--- src/acs_pkg.sv ---
package acs_pkg;

  // ----------------------------------------------------------------
  // register map (byte addresses)
  // ----------------------------------------------------------------
  localparam logic [7:0] ACS_OFF_CTRL_ONE = 8'h00;
  localparam logic [7:0] ACS_OFF_CTRL_TWO = 8'h04;
  localparam logic [7:0] ACS_OFF_RESULT = 8'h08;
  localparam logic [7:0] ACS_OFF_STATUS = 8'h0C;
  localparam logic [7:0] ACS_OFF_SER_DATA = 8'h10;
  localparam logic [7:0] ACS_OFF_OFS_COEF = 8'h14;
  localparam logic [7:0] ACS_OFF_GAIN_COEF = 8'h18;

  // ----------------------------------------------------------------
  // conv_ctrl_one fields
  // ----------------------------------------------------------------
  localparam int ACS_C1_EXT_TRIG = 0;
  localparam int ACS_C1_TMR_TRIG = 1;
  localparam int ACS_C1_ACQ_LO = 2;
  localparam int ACS_C1_DIV_LO = 4;
  localparam int ACS_C1_REF_EXT = 6;
  localparam logic [7:0] ACS_C1_RESET = 8'h00;

  // ----------------------------------------------------------------
  // conv_ctrl_two fields
  // ----------------------------------------------------------------
  localparam int ACS_C2_CHAN_LO = 0;
  localparam int ACS_C2_SINGLE = 4;
  localparam int ACS_C2_CONT = 5;
  localparam int ACS_C2_CAPTURE = 6;
  localparam logic [7:0] ACS_C2_RESET = 8'h00;

  // ----------------------------------------------------------------
  // status fields
  // ----------------------------------------------------------------
  localparam int ACS_ST_BUSY = 0;
  localparam int ACS_ST_CAL_DONE = 1;
  localparam int ACS_ST_UNREAD = 2;
  localparam int ACS_ST_LOST = 3;
  localparam int ACS_ST_OVERRUN = 4;
  localparam int ACS_ST_SER_BUSY = 5;

  // ----------------------------------------------------------------
  // converter timing
  // ----------------------------------------------------------------
  localparam logic [4:0] ACS_DIV8_M1 = 5'h07;
  localparam logic [4:0] ACS_DIV4_M1 = 5'h03;
  localparam logic [4:0] ACS_DIV16_M1 = 5'h0F;
  localparam logic [4:0] ACS_DIV32_M1 = 5'h1F;
  localparam logic [1:0] ACS_TEMP_ACQ_M1 = 2'h3;
  localparam logic [3:0] ACS_APPROX_LAST = 4'hE;
  localparam logic [3:0] ACS_SAR_LAST = 4'hB;
  localparam logic [11:0] ACS_SAR_MID = 12'h800;
  localparam logic [3:0] ACS_TEMP_CHAN = 4'h8;
  localparam logic [3:0] ACS_SER_LAST = 4'hF;
  localparam logic [15:0] ACS_SER_RESET = 16'h0000;

  typedef enum logic [1:0] {ACS_RESP_OKAY = 2'b00, ACS_RESP_SLVERR = 2'b10} acs_resp_t;

endpackage : acs_pkg

--- src/acs_top.sv ---
// The register offsets and register access over AXI4-Lite were left to the implementer.
`timescale 1ns/1ps
// Operation
// - bit 6 selects external reference
// - converter clock is core divided
// - acquisition lasts 1 to 4 converter clocks
// - approximation takes fifteen converter clocks
// - start waits for next converter clock
// - temperature channel forces /32, four clocks
// - single bit converts once, self clears
// - continuous bit converts back to back
// - bit 0 enables start pin rising edge
// - bit 1 enables timer overflow start
// - capture bit moves results to serial register
// - transfer must end before next conversion
// - serialise msb first, channel then result
// - capture disables normal serial and port
// - calibration coefficients load after reset
module acs_top #(
  parameter int SER_HALF = 4
) (
  input wire logic aclk,
  input wire logic aresetn,
  input wire logic [7:0] s_axi_awaddr,
  input wire logic s_axi_awvalid,
  output logic s_axi_awready,
  input wire logic [31:0] s_axi_wdata,
  input wire logic [3:0] s_axi_wstrb,
  input wire logic s_axi_wvalid,
  output logic s_axi_wready,
  output logic [1:0] s_axi_bresp,
  output logic s_axi_bvalid,
  input wire logic s_axi_bready,
  input wire logic [7:0] s_axi_araddr,
  input wire logic s_axi_arvalid,
  output logic s_axi_arready,
  output logic [31:0] s_axi_rdata,
  output logic [1:0] s_axi_rresp,
  output logic s_axi_rvalid,
  input wire logic s_axi_rready,
  input wire logic ext_start_n,
  input wire logic timer2_ovf,
  input wire logic sar_cmp_hi,
  output logic converter_clock,
  output logic sar_track,
  output logic [11:0] sar_dac_code,
  output logic ref_ext_sel,
  output logic normal_serial_disable,
  output logic ser_sclk,
  output logic ser_mosi,
  output logic ser_cs_n,
  output logic nv_rd_en,
  output logic nv_rd_sel_gain,
  input wire logic [13:0] nv_rd_data,
  input wire logic nv_rd_valid,
  output logic [13:0] offset_coef,
  output logic [13:0] gain_coef
);
  import acs_pkg::*;

  generate
    if (SER_HALF < 1 || SER_HALF > 255) begin : g_bad_ser_half
      $error("SER_HALF must lie in 1..255");
    end
  endgenerate

  typedef enum logic [2:0] {ACS_IDLE, ACS_SYNC, ACS_ACQ, ACS_CONV, ACS_DONE} acs_state_t;
  typedef enum logic [2:0] {ACS_CAL_REQ_OFS, ACS_CAL_WAIT_OFS, ACS_CAL_REQ_GAIN,
                            ACS_CAL_WAIT_GAIN, ACS_CAL_DONE} acs_cal_t;

  logic [7:0] ctrl_one_ff;
  logic [7:0] ctrl_two_ff;
  logic [7:0] aw_addr_ff;
  logic aw_got_ff;
  logic [7:0] w_data_ff;
  logic w_strb0_ff;
  logic w_got_ff;
  logic wr_fire;
  logic rd_fire;
  logic [31:0] rd_word;
  logic rd_err;
  logic st_clr_lost;
  logic st_clr_ovr;
  logic ext_s1_ff, ext_s2_ff, ext_s3_ff;
  logic cmp_s1_ff, cmp_s2_ff;
  logic trig_pend_ff;
  logic [4:0] div_cnt_ff;
  logic [4:0] ratio_m1;
  logic [1:0] acq_m1;
  logic tick;
  logic temp_sel;
  acs_state_t state_ff;
  logic [3:0] cnt_ff;
  logic [3:0] conv_chan_ff;
  logic [11:0] result_ff;
  logic [3:0] result_chan_ff;
  logic unread_ff;
  logic lost_ff;
  logic overrun_ff;
  logic [3:0] sar_bit;
  acs_cal_t cal_ff;
  logic [15:0] ser_data_ff;
  logic [15:0] ser_shift_ff;
  logic ser_busy_ff;
  logic [3:0] ser_bit_ff;
  logic [7:0] ser_hcnt_ff;
  logic start_req;
  logic done_now;
  logic [5:0] wa;
  logic [5:0] ra;

  // ----------------------------------------------------------------
  // axi4-lite write channel
  // ----------------------------------------------------------------
  assign wr_fire = aw_got_ff && w_got_ff && !s_axi_bvalid;
  assign wa = aw_addr_ff[7:2];

  always_ff @(posedge aclk) begin
    if (!aresetn) begin
      aw_got_ff <= 1'b0;
      aw_addr_ff <= 8'h00;
      s_axi_awready <= 1'b0;
    end else if (s_axi_awvalid && s_axi_awready) begin
      aw_got_ff <= 1'b1;
      aw_addr_ff <= s_axi_awaddr;
      s_axi_awready <= 1'b0;
    end else begin
      if (s_axi_bvalid && s_axi_bready) begin
        aw_got_ff <= 1'b0;
      end
      s_axi_awready <= !aw_got_ff && !s_axi_bvalid;
    end
  end

  always_ff @(posedge aclk) begin
    if (!aresetn) begin
      w_got_ff <= 1'b0;
      w_data_ff <= 8'h00;
      w_strb0_ff <= 1'b0;
      s_axi_wready <= 1'b0;
    end else if (s_axi_wvalid && s_axi_wready) begin
      w_got_ff <= 1'b1;
      w_data_ff <= s_axi_wdata[7:0];
      w_strb0_ff <= s_axi_wstrb[0];
      s_axi_wready <= 1'b0;
    end else begin
      if (s_axi_bvalid && s_axi_bready) begin
        w_got_ff <= 1'b0;
      end
      s_axi_wready <= !w_got_ff && !s_axi_bvalid;
    end
  end

  always_ff @(posedge aclk) begin
    if (!aresetn) begin
      s_axi_bvalid <= 1'b0;
      s_axi_bresp <= ACS_RESP_OKAY;
    end else if (wr_fire) begin
      s_axi_bvalid <= 1'b1;
      if (wa == ACS_OFF_CTRL_ONE[7:2] || wa == ACS_OFF_CTRL_TWO[7:2]
          || wa == ACS_OFF_STATUS[7:2]) begin
        s_axi_bresp <= ACS_RESP_OKAY;
      end else begin
        s_axi_bresp <= ACS_RESP_SLVERR;
      end
    end else if (s_axi_bready) begin
      s_axi_bvalid <= 1'b0;
    end
  end

  assign st_clr_lost = wr_fire && w_strb0_ff && wa == ACS_OFF_STATUS[7:2]
                       && w_data_ff[ACS_ST_LOST];
  assign st_clr_ovr = wr_fire && w_strb0_ff && wa == ACS_OFF_STATUS[7:2]
                      && w_data_ff[ACS_ST_OVERRUN];

  // ----------------------------------------------------------------
  // control registers
  // ----------------------------------------------------------------
  always_ff @(posedge aclk) begin
    if (!aresetn) begin
      ctrl_one_ff <= ACS_C1_RESET;
    end else if (wr_fire && w_strb0_ff && wa == ACS_OFF_CTRL_ONE[7:2]) begin
      ctrl_one_ff <= w_data_ff;
    end
  end

  always_ff @(posedge aclk) begin
    if (!aresetn) begin
      ctrl_two_ff <= ACS_C2_RESET;
    end else if (wr_fire && w_strb0_ff && wa == ACS_OFF_CTRL_TWO[7:2]) begin
      ctrl_two_ff <= w_data_ff;
    end else if (done_now) begin
      ctrl_two_ff[ACS_C2_SINGLE] <= 1'b0;
    end
  end

  always_ff @(posedge aclk) begin
    if (!aresetn) begin
      ref_ext_sel <= 1'b0;
      normal_serial_disable <= 1'b0;
    end else begin
      ref_ext_sel <= ctrl_one_ff[ACS_C1_REF_EXT];
      normal_serial_disable <= ctrl_two_ff[ACS_C2_CAPTURE];
    end
  end

  // ----------------------------------------------------------------
  // axi4-lite read channel
  // ----------------------------------------------------------------
  assign ra = s_axi_araddr[7:2];

  always_comb begin
    rd_word = 32'h0000_0000;
    rd_err = 1'b0;
    if (ra == ACS_OFF_CTRL_ONE[7:2]) begin
      rd_word[7:0] = ctrl_one_ff;
    end else if (ra == ACS_OFF_CTRL_TWO[7:2]) begin
      rd_word[7:0] = ctrl_two_ff;
    end else if (ra == ACS_OFF_RESULT[7:2]) begin
      rd_word[15:0] = {result_chan_ff, result_ff};
    end else if (ra == ACS_OFF_STATUS[7:2]) begin
      rd_word[ACS_ST_BUSY] = state_ff != ACS_IDLE;
      rd_word[ACS_ST_CAL_DONE] = cal_ff == ACS_CAL_DONE;
      rd_word[ACS_ST_UNREAD] = unread_ff;
      rd_word[ACS_ST_LOST] = lost_ff;
      rd_word[ACS_ST_OVERRUN] = overrun_ff;
      rd_word[ACS_ST_SER_BUSY] = ser_busy_ff;
    end else if (ra == ACS_OFF_SER_DATA[7:2]) begin
      rd_word[15:0] = ser_data_ff;
    end else if (ra == ACS_OFF_OFS_COEF[7:2]) begin
      rd_word[13:0] = offset_coef;
    end else if (ra == ACS_OFF_GAIN_COEF[7:2]) begin
      rd_word[13:0] = gain_coef;
    end else begin
      rd_err = 1'b1;
    end
  end

  assign rd_fire = s_axi_arvalid && s_axi_arready;

  always_ff @(posedge aclk) begin
    if (!aresetn) begin
      s_axi_rvalid <= 1'b0;
      s_axi_rdata <= 32'h0000_0000;
      s_axi_rresp <= ACS_RESP_OKAY;
      s_axi_arready <= 1'b0;
    end else if (rd_fire) begin
      s_axi_rvalid <= 1'b1;
      s_axi_rdata <= rd_word;
      s_axi_rresp <= rd_err ? ACS_RESP_SLVERR : ACS_RESP_OKAY;
      s_axi_arready <= 1'b0;
    end else begin
      if (s_axi_rvalid && s_axi_rready) begin
        s_axi_rvalid <= 1'b0;
      end
      s_axi_arready <= !s_axi_rvalid;
    end
  end

  // ----------------------------------------------------------------
  // pin synchronisers and trigger capture
  // ----------------------------------------------------------------
  always_ff @(posedge aclk) begin
    if (!aresetn) begin
      ext_s1_ff <= 1'b1;
      ext_s2_ff <= 1'b1;
      ext_s3_ff <= 1'b1;
      cmp_s1_ff <= 1'b0;
      cmp_s2_ff <= 1'b0;
    end else begin
      ext_s1_ff <= ext_start_n;
      ext_s2_ff <= ext_s1_ff;
      ext_s3_ff <= ext_s2_ff;
      cmp_s1_ff <= sar_cmp_hi;
      cmp_s2_ff <= cmp_s1_ff;
    end
  end

  always_ff @(posedge aclk) begin
    if (!aresetn) begin
      trig_pend_ff <= 1'b0;
    end else if ((ctrl_one_ff[ACS_C1_EXT_TRIG] && ext_s2_ff && !ext_s3_ff)
                 || (ctrl_one_ff[ACS_C1_TMR_TRIG] && timer2_ovf)) begin
      trig_pend_ff <= 1'b1;
    end else if (state_ff == ACS_IDLE && start_req && cal_ff == ACS_CAL_DONE) begin
      trig_pend_ff <= 1'b0;
    end
  end

  // ----------------------------------------------------------------
  // converter clock divider
  // ----------------------------------------------------------------
  assign temp_sel = (state_ff == ACS_IDLE ? ctrl_two_ff[3:0] : conv_chan_ff) == ACS_TEMP_CHAN;

  always_comb begin
    ratio_m1 = ACS_DIV8_M1;
    if (temp_sel) begin
      ratio_m1 = ACS_DIV32_M1;
    end else begin
      case (ctrl_one_ff[ACS_C1_DIV_LO +: 2])
        2'b00: ratio_m1 = ACS_DIV8_M1;
        2'b01: ratio_m1 = ACS_DIV4_M1;
        2'b10: ratio_m1 = ACS_DIV16_M1;
        default: ratio_m1 = ACS_DIV32_M1;
      endcase
    end
  end

  assign acq_m1 = temp_sel ? ACS_TEMP_ACQ_M1 : ctrl_one_ff[ACS_C1_ACQ_LO +: 2];
  assign tick = div_cnt_ff >= ratio_m1;

  always_ff @(posedge aclk) begin
    if (!aresetn) begin
      div_cnt_ff <= 5'h00;
      converter_clock <= 1'b0;
    end else begin
      div_cnt_ff <= tick ? 5'h00 : div_cnt_ff + 5'h01;
      if (tick) begin
        converter_clock <= 1'b1;
      end else if (div_cnt_ff == {1'b0, ratio_m1[4:1]}) begin
        converter_clock <= 1'b0;
      end
    end
  end

  // ----------------------------------------------------------------
  // conversion sequencer
  // ----------------------------------------------------------------
  assign start_req = ctrl_two_ff[ACS_C2_SINGLE] || ctrl_two_ff[ACS_C2_CONT] || trig_pend_ff;
  assign done_now = state_ff == ACS_DONE;
  assign sar_bit = ACS_SAR_LAST - cnt_ff;

  always_ff @(posedge aclk) begin
    if (!aresetn) begin
      state_ff <= ACS_IDLE;
      cnt_ff <= 4'h0;
      conv_chan_ff <= 4'h0;
      sar_track <= 1'b0;
      sar_dac_code <= 12'h000;
    end else begin
      case (state_ff)
        ACS_IDLE: begin
          if (start_req && cal_ff == ACS_CAL_DONE) begin
            conv_chan_ff <= ctrl_two_ff[3:0];
            state_ff <= ACS_SYNC;
          end
        end
        ACS_SYNC: begin
          if (tick) begin
            cnt_ff <= 4'h0;
            sar_track <= 1'b1;
            state_ff <= ACS_ACQ;
          end
        end
        ACS_ACQ: begin
          if (tick) begin
            if (cnt_ff == {2'b00, acq_m1}) begin
              cnt_ff <= 4'h0;
              sar_track <= 1'b0;
              sar_dac_code <= ACS_SAR_MID;
              state_ff <= ACS_CONV;
            end else begin
              cnt_ff <= cnt_ff + 4'h1;
            end
          end
        end
        ACS_CONV: begin
          if (tick) begin
            if (cnt_ff <= ACS_SAR_LAST) begin
              if (!cmp_s2_ff) begin
                sar_dac_code[sar_bit] <= 1'b0;
              end
              if (sar_bit != 4'h0) begin
                sar_dac_code[sar_bit - 4'h1] <= 1'b1;
              end
            end
            if (cnt_ff == ACS_APPROX_LAST) begin
              state_ff <= ACS_DONE;
            end else begin
              cnt_ff <= cnt_ff + 4'h1;
            end
          end
        end
        default: begin
          state_ff <= ACS_IDLE;
        end
      endcase
    end
  end

  // ----------------------------------------------------------------
  // result registers and flags
  // ----------------------------------------------------------------
  always_ff @(posedge aclk) begin
    if (!aresetn) begin
      result_ff <= 12'h000;
      result_chan_ff <= 4'h0;
    end else if (done_now) begin
      result_ff <= sar_dac_code;
      result_chan_ff <= conv_chan_ff;
    end
  end

  always_ff @(posedge aclk) begin
    if (!aresetn) begin
      unread_ff <= 1'b0;
    end else if (done_now) begin
      unread_ff <= 1'b1;
    end else if (rd_fire && ra == ACS_OFF_RESULT[7:2]) begin
      unread_ff <= 1'b0;
    end
  end

  always_ff @(posedge aclk) begin
    if (!aresetn) begin
      lost_ff <= 1'b0;
    end else if (done_now && unread_ff && !ctrl_two_ff[ACS_C2_CAPTURE]) begin
      lost_ff <= 1'b1;
    end else if (st_clr_lost) begin
      lost_ff <= 1'b0;
    end
  end

  always_ff @(posedge aclk) begin
    if (!aresetn) begin
      overrun_ff <= 1'b0;
    end else if (done_now && ctrl_two_ff[ACS_C2_CAPTURE] && ser_busy_ff) begin
      overrun_ff <= 1'b1;
    end else if (st_clr_ovr) begin
      overrun_ff <= 1'b0;
    end
  end

  // ----------------------------------------------------------------
  // capture serialiser
  // ----------------------------------------------------------------
  always_ff @(posedge aclk) begin
    if (!aresetn) begin
      ser_data_ff <= ACS_SER_RESET;
      ser_shift_ff <= ACS_SER_RESET;
      ser_busy_ff <= 1'b0;
      ser_bit_ff <= 4'h0;
      ser_hcnt_ff <= 8'h00;
      ser_sclk <= 1'b0;
      ser_mosi <= 1'b0;
      ser_cs_n <= 1'b1;
    end else if (done_now && ctrl_two_ff[ACS_C2_CAPTURE] && !ser_busy_ff) begin
      ser_data_ff <= {conv_chan_ff, sar_dac_code};
      ser_shift_ff <= {conv_chan_ff, sar_dac_code};
      ser_mosi <= conv_chan_ff[3];
      ser_busy_ff <= 1'b1;
      ser_bit_ff <= 4'h0;
      ser_hcnt_ff <= 8'h00;
      ser_sclk <= 1'b0;
      ser_cs_n <= 1'b0;
    end else if (ser_busy_ff) begin
      if (ser_hcnt_ff == 8'(SER_HALF - 1)) begin
        ser_hcnt_ff <= 8'h00;
        if (!ser_sclk) begin
          ser_sclk <= 1'b1;
        end else begin
          ser_sclk <= 1'b0;
          if (ser_bit_ff == ACS_SER_LAST) begin
            ser_busy_ff <= 1'b0;
            ser_cs_n <= 1'b1;
          end else begin
            ser_bit_ff <= ser_bit_ff + 4'h1;
            ser_mosi <= ser_shift_ff[14];
            ser_shift_ff <= {ser_shift_ff[14:0], 1'b0};
          end
        end
      end else begin
        ser_hcnt_ff <= ser_hcnt_ff + 8'h01;
      end
    end
  end

  // ----------------------------------------------------------------
  // calibration coefficient load after reset
  // ----------------------------------------------------------------
  always_ff @(posedge aclk) begin
    if (!aresetn) begin
      cal_ff <= ACS_CAL_REQ_OFS;
      nv_rd_en <= 1'b0;
      nv_rd_sel_gain <= 1'b0;
      offset_coef <= 14'h0000;
      gain_coef <= 14'h0000;
    end else begin
      nv_rd_en <= 1'b0;
      case (cal_ff)
        ACS_CAL_REQ_OFS: begin
          nv_rd_en <= 1'b1;
          nv_rd_sel_gain <= 1'b0;
          cal_ff <= ACS_CAL_WAIT_OFS;
        end
        ACS_CAL_WAIT_OFS: begin
          if (nv_rd_valid) begin
            offset_coef <= nv_rd_data;
            cal_ff <= ACS_CAL_REQ_GAIN;
          end
        end
        ACS_CAL_REQ_GAIN: begin
          nv_rd_en <= 1'b1;
          nv_rd_sel_gain <= 1'b1;
          cal_ff <= ACS_CAL_WAIT_GAIN;
        end
        ACS_CAL_WAIT_GAIN: begin
          if (nv_rd_valid) begin
            gain_coef <= nv_rd_data;
            cal_ff <= ACS_CAL_DONE;
          end
        end
        default: begin
          cal_ff <= ACS_CAL_DONE;
        end
      endcase
    end
  end

endmodule : acs_top

--- config.mk ---
export PLATFORM = sky130hd
export DESIGN_NAME = acs_top
export DESIGN_NICKNAME = d
export VERILOG_FILES = /design/src/acs_pkg.sv /design/src/acs_top.sv
export SDC_FILE = /design/constraint.sdc
export NUM_CORES = 1
export LEC_CHECK = 0
export ABC_CLOCK_PERIOD_IN_PS = 3950
export BUFFER_PORTS_ARGS = -buffer_cell sky130_fd_sc_hd__buf_2
export CAP_MARGIN = 30
export CORE_MARGIN = 2
export CORE_UTILIZATION = 50
export CTS_BUF_LIST = sky130_fd_sc_hd__clkbuf_4 sky130_fd_sc_hd__clkbuf_8
export CTS_CLUSTER_DIAMETER = 30
export CTS_CLUSTER_SIZE = 14
export DETAILED_ROUTE_END_ITERATION = 7
export GPL_TIMING_DRIVEN = 0
export PLACE_DENSITY = 0.74
export SLEW_MARGIN = 20
export SYNTH_ARGS = -nofsm -noshare
export SYNTH_HDL_FRONTEND = slang
export SYNTH_SLANG_ARGS = --single-unit
--- constraint.sdc ---
create_clock -name aclk -period 3.95 [get_ports aclk]
set_clock_uncertainty 0.1 [all_clocks]
set_input_delay 0.1975 -clock aclk [delete_from_list [all_inputs] [get_ports aclk]]
set_output_delay 0.1975 -clock aclk [all_outputs]
set_load 0.005 [all_outputs]
# After elaboration in Yosys (flattened, before gate mapping)
# Cells that the tools add are included.
# W data, S select, Z words.
[word_totals] reg_bits=197 inputBits=77 out_inout_bits=90 wordCells=287
[classes] n_addsub=6 n_lt_le_gt_ge=6 n_eq_ne=35 muxes=102 n_bitwise=5 n_reduce_logical=84
[op_table] operator="$mux W12" count=10
[op_table] operator="$mux W15" count=5
[op_table] operator="$mux W1" count=48
[op_table] operator="$mux W14" count=3
[op_table] operator="$mux W8" count=5
[op_table] operator="$reduce_bool A2 Y1" count=17
[op_table] operator="$logic_and A1 B1 Y1" count=29
[op_table] operator="$mux W3" count=8
[op_table] operator="$mux W4" count=6
[op_table] operator="$pmux W12 S2" count=1
[op_table] operator="$pmux W3 S4" count=2
[op_table] operator="$ne A2 B2 Y1 const B" count=10
[op_table] operator="$eq A6 B2 Y1 const B" count=3
[op_table] operator="$eq A6 B3 Y1 const B" count=3
[op_table] operator="$mux W16" count=1
[op_table] operator="$reduce_and A4 Y1" count=4
[op_table] operator="$pmux W5 S3" count=1
[op_table] operator="$and A12 B12 Y12" count=1
[op_table] operator="$eq A3 B2 Y1 const B" count=4
[op_table] operator="$eq A4 B4 Y1 const B" count=3
[op_table] operator="$eq A6 B1 Y1 const B" count=2
[op_table] operator="$logic_not A6 Y1" count=2
[op_table] operator="$not A12 Y12" count=1
[op_table] operator="$or A12 B12 Y12" count=1
[op_table] operator="35 further kinds" count=68

# Depth between registers and ports, before layout
[depth] ltp_word=17 mapped_depth=12 mapped_depth_nobuf=10

# Worst setup path after synthesis
# Ideal clock, no wire load.
[synth_path] path_kind="reg2reg" start="register state_ff[1]" end="register cnt_ff[1]" setup_ps=131 arrival_time_ps=2674 required_time_ps=3719 slack_ps=1045 path_stages_with_launch=13 path_buffers=2 synth_period_minus_slack_ps=2905 path_cell_list="dfxtp_1 > buf_2 > nor3_1 > mux2_2 > nor2_1 > and2_1 > ha_1 > a211o_1 > a21oi_1 > clkbuf_1 > nor3_1 > mux2i_1 > nor3_1"
[synth_via] elab_chain_len=8 elab_cells_between_ends=19 classes_between="order compare (1); eq/ne (9); mux (6); reduce/logical (3)"
[synth_lines] element="from (decl)" line_no="acs_top.sv:92" text="acs_state_t state_ff;"
[synth_lines] element="from (signal assigned)" line_no="acs_top.sv:335" text="state_ff <= ACS_IDLE;"
[synth_lines] element="from (signal assigned)" line_no="acs_top.sv:345" text="state_ff <= ACS_SYNC;"
[synth_lines] element="from (signal assigned)" line_no="acs_top.sv:352" text="state_ff <= ACS_ACQ;"
[synth_lines] element="branches (longest 8 deep; another with $ge A5 B5 Y1)"
[synth_lines] element="to (signal assigned)" line_no="acs_top.sv:363" text="cnt_ff <= cnt_ff + 4'h1;"
[synth_lines] element="to (signal assigned)" line_no="acs_top.sv:380" text="cnt_ff <= cnt_ff + 4'h1;"
[synth_lines] element="to (decl)" line_no="acs_top.sv:93" text="logic [3:0] cnt_ff;"
# Parallel ways; which one is timed is not known. The select of a mux whose other input is x is not followed.
# A chain may end at the register's enable or synchronous reset.

# Final worst setup path
[layout_path] start="register state_ff[1]" end="register sar_dac_code[3]"
[layout_via] elab_chain_len=7 elab_cells_between_ends=16 classes_between="order compare (1); eq/ne (8); mux (4); reduce/logical (3)"
[layout_lines] element="$logic_not A3 Y1" line_no="acs_top.sv:293" text="assign temp_sel = (state_ff == ACS_IDLE ? ctrl_two_ff[3:0] : conv_chan_ff) == ACS_TEMP_CHAN;"
[layout_lines] element="$mux W4" line_no="acs_top.sv:293"
[layout_lines] element="$eq A4 B4 Y1" line_no="acs_top.sv:293"
[layout_lines] element="$mux W5 or $mux W2 (tied branches)" line_no="acs_top.sv:297, acs_top.sv:309"
[layout_lines] element="$ge A5 B5 Y1 or $eq A4 B2 Y1 (tied branches)" line_no="acs_top.sv:310, acs_top.sv:357"
[layout_lines] element="$ne A2 B2 Y1 (no line)"
[layout_lines] element="$reduce_and A5 Y1 (no line)"
[layout_lines] element="to (signal assigned)" line_no="acs_top.sv:339" text="sar_dac_code <= 12'h000;"
[layout_lines] element="to (signal assigned)" line_no="acs_top.sv:360" text="sar_dac_code <= ACS_SAR_MID;"
[layout_lines] element="to (signal, indexed assignment)" line_no="acs_top.sv:371" text="sar_dac_code[sar_bit] <= 1'b0;"
[layout_lines] element="to (decl)" line_no="acs_top.sv:46" text="output logic [11:0] sar_dac_code,"
# Several ways; a longest one is shown, not always the timed one.

==> flow_summary.yaml <==
die:
  ios: 167
  row_count: 47
  die_w_um: 133
  coreArea_um2: 16500
  fp.dieArea_um2: 17700
  initial_utilization_pct: 50.6
  dieHeight_um: 133
final_layout:
  syn_to_final_growth_pct: 20.8
  n_antenna_cell: 0
  final.fill_count: 1523
  multi_input_area_um2: 4120
  drive_above_1_share_pct: 16.7
  fin_nets: 1298
  regArea_um2: 3860
power:
  switching_share_pct: 24.3
  ir_drop_mv: 0.240
  combPwrFrac_pct: 7.2
  p_int_mw: 2.74
  p_leak_nw: 3.92
  seqPwrFrac_pct: 55.5
  power_density_nw_per_um2: 360
  p_clk_share_pct: 37.3
  power_switching_mw: 0.881
timing:
  min_period_ns: 3.56
  tightest_slew_ns: 0.825
  setup_ws_ns: 0.391
  rsz0062_at_grt: "no"
  setup-violations-final: 0
  max_freq_ghz: 0.281
  slew_headroom_pct: 44.6
  finalCritPeriodShare_pct: 90.1
  tns_ns: 0
  drv_slew: 0
  finalHoldViolCount: 0
cts:
  cts.clk_slew.worst_paths_ns: 0.10
  clk_path_buf_depth: 2
  post_cts_buffers: 0
  cts_buffers: 17
  cts-htree-levels: 4
  clock_latency_ns: 0.48
  clock_sinks: 193
  tritoncts: "yes"
  clk_root_buffer_cell: "clkbuf_8"
status:
  status: "completed"
synth:
  yosys.area.top_type: "dfxtp_1"
  syn_inst: 1013
  yosysMostFrequentCell: "nand2_1"
  synth.avg_cell_area_um2: 8.23
  synthFlopType: "dfxtp_1"
  yosysWarningCount: 0
  synth_top_area_share_pct: 46.3
  synth_commonest_cells: "nand2_1 (286), dfxtp_1 (193), a21oi_1 (131)"
  netlist_area_um2: 8340
  seq_area_frac_synth_pct: 46.3
  async_flop_share_pct: 0
  synth_seq_cells: 193
  synthDistinctLibCells: 58
  synth_edf_count: 0
  synthTopCellsByArea: "dfxtp_1 (46%), nand2_1 (13%), a21oi_1 (7.9%), ha_1 (2.3%), mux2_2 (2.2%)"
worst_hold_path:
  hp-start: "s_axi_awvalid"
  hold_depth: 4
  min_to: "aw_addr_ff[6]"
  hold_class: "in -> reg"
worst_setup_path:
  max_stage_delay_ns: 0.45
  reg2reg_from: "state_ff[1]"
  slowest_stage: "mux2_2"
  reg2regPathDepth: 11
  cp.depth: 11
  crit_required_ns: 4.18
  cp.arrival_ns: 3.79
  reg2reg_to: "sar_dac_code[3]"
  path_cells: "buf_2, nor3_1, mux2_2, nor2_1, and2_1, ha_1, a211o_1, a21oi_1, clkbuf_2, o41ai_1, a2111oi_0"
  crit_buf_inv: 2
  endpoint_kind: "flip-flop"
  crit_fanout: 10
  cp-start-kind: "flip-flop"
  path_delay_family: "compound AO/OA/AOI/OAI gates"
  reg2reg_slack_ns: 0.39
  crit_type: "reg -> reg"
drt:
  antenna_left: 0
  routedWlPerCell_um: 16.2
  dr_total_vias: 7913
  wirelength_mm: 23.2
  post-route-drc-count: 0
  drt_iter0_drc: 706
  first_pass_iters: 7
  vias_per_cell: 5.50
grt:
  antenna_found_initial: 0
  grt_overflow: 0
  grt_first_pass_wirelength_mm: 36.7
  grt_max_degree: 17
  groute.usage.overall_pct: 26.2
  grt_pass1_vias: 7230
placement:
  gp_congestion: 0.890
  preCtsSetupSlack_ns: 0.314
  io_buffers: 117
  dpl.hpwl_mm: 16.9
flow_run:
  max_cap_violations: 0
worst min-delay path, stage by stage:
cell and delay (ns):
buf_2 0.08, nand2_1 0.12, nand2_1 0.10, a21oi_1 0.05
layout make-up:
| class | count | share of cell area, % |
|---|---|---|
| Multi-Input combinational cell | 750 | 40.9 |
| Sequential cell | 193 | 38.3 |
| Timing Repair Buffer | 157 | 9.76 |
| Buffer | 77 | 3.77 |
| Tap cell | 220 | 2.73 |
| Clock buffer | 19 | 2.53 |
| Clock inverter | 12 | 1.58 |
| Inverter | 10 | 0.373 |
what timing repair did:
action / in CTS / in global routing
hold buffers: 39 / 0
hold endpoints to repair: 57 / 0
setup endpoints to repair: 0 / 1
gates resized for setup: 0 / 2
sequential cells by signal, summed over array words and instances, names as in the netlist, 5 cells and up:
signal and flops:
ctrl_one_ff 8, ser_hcnt_ff 8, ctrl_two_ff 8, ser_data_ff 16, aw_addr_ff 6, s_axi_rdata 16
ser_shift_ff 15, gain_coef 14, sar_dac_code 12, w_data_ff 8, offset_coef 14, result_ff 12
div_cnt_ff 5
per-layer routing:
metal | up-vias | GRT usage [%] | wire (um)
met4 | 0 | 8.57 | 422
met5 | - | 0 | 0
li1 | 3840 | - | -
met3 | 35 | 3.84 | 1560
met2 | 292 | 44.9 | 11400
met1 | 3746 | 34.2 | 9910
cell usage in the layout (no fill, tap or decap), types with 9 or more instances in the layout:
| cell | Yosys | final |
|---|---|---|
| a21oi_1 | 131 | 131 |
| mux2_2 | 16 | 16 |
| and2_1 | 15 | 15 |
| buf_4 | 20 | 20 |
| xnor2_1 | 11 | 11 |
| clkbuf_8 | 0 | 18 |
| mux2i_1 | 17 | 17 |
| nor2_1 | 46 | 46 |
| nor3_1 | 17 | 17 |
| conb_1 | 1 | 18 |
| buf_2 | 6 | 123 |
| o21ai_0 | 18 | 18 |
| dlygate4sd3_1 | 0 | 39 |
| nand2_1 | 286 | 286 |
| inv_1 | 9 | 9 |
| a22o_1 | 11 | 11 |
| clkbuf_1 | 46 | 45 |
| xor2_1 | 9 | 9 |
| nand3_1 | 18 | 18 |
| nand2b_1 | 12 | 12 |
| dfxtp_1 | 193 | 193 |
| a222oi_1 | 12 | 12 |
| ha_1 | 15 | 15 |
worst max path at each step:
stage          slack, ns         from              end
2_1_floorplan       1.05  state_ff[1]        cnt_ff[1]
3_3_place_gp        0.32  state_ff[1]  sar_dac_code[3]
3_5_place_dp        0.31  state_ff[1]  sar_dac_code[3]
4_1_cts             0.25  state_ff[1]  sar_dac_code[3]
5_1_grt             0.07  state_ff[1]  sar_dac_code[3]
6_report            0.39  state_ff[1]  sar_dac_code[3]
cell families (layout without fill, tap and decap cells):
group	after synthesis	count (layout)	synth area share (%)
adder cells (fa/ha/maj)	15	15	2.25
flip-flops	193	193	46.3
other	1	18	0.0450
multiplexers	33	33	4.20
XOR/XNOR	20	20	2.10
AO/OA/AOI/OAI	230	230	17.3
AND/OR/NAND/NOR	434	434	22.8
buffers and inverters	87	275	5.00
through the flow:
step           hold slack (ns)  area [um2]  power, mW  util [%]  instances
2_1_floorplan            0.193        8400       2.18         -       1030
3_3_place_gp             0.283        9260       2.28      56.3       1367
3_5_place_dp             0.285        9260       2.28      56.3       1367
4_1_cts                0.00802       10100       3.62      61.1       1437
5_1_grt                 0.0465       10100       3.74      61.2       1438
6_report                0.0155       10100       3.62      61.2       1438
power by group through the flow:
| stage | combinational (mW) | clock [mW] | sequential, mW |
|---|---|---|---|
| after global routing | 0.291 | 1.43 | 2.02 |
| final | 0.262 | 1.35 | 2.01 |
| after CTS | 0.258 | 1.36 | 2.01 |
| after detailed placement | 0.228 | 0 | 2.06 |
| after floorplan | 0.135 | 0 | 2.05 |
| after global placement | 0.223 | 0 | 2.06 |
(Power assumes the default switching activity.)
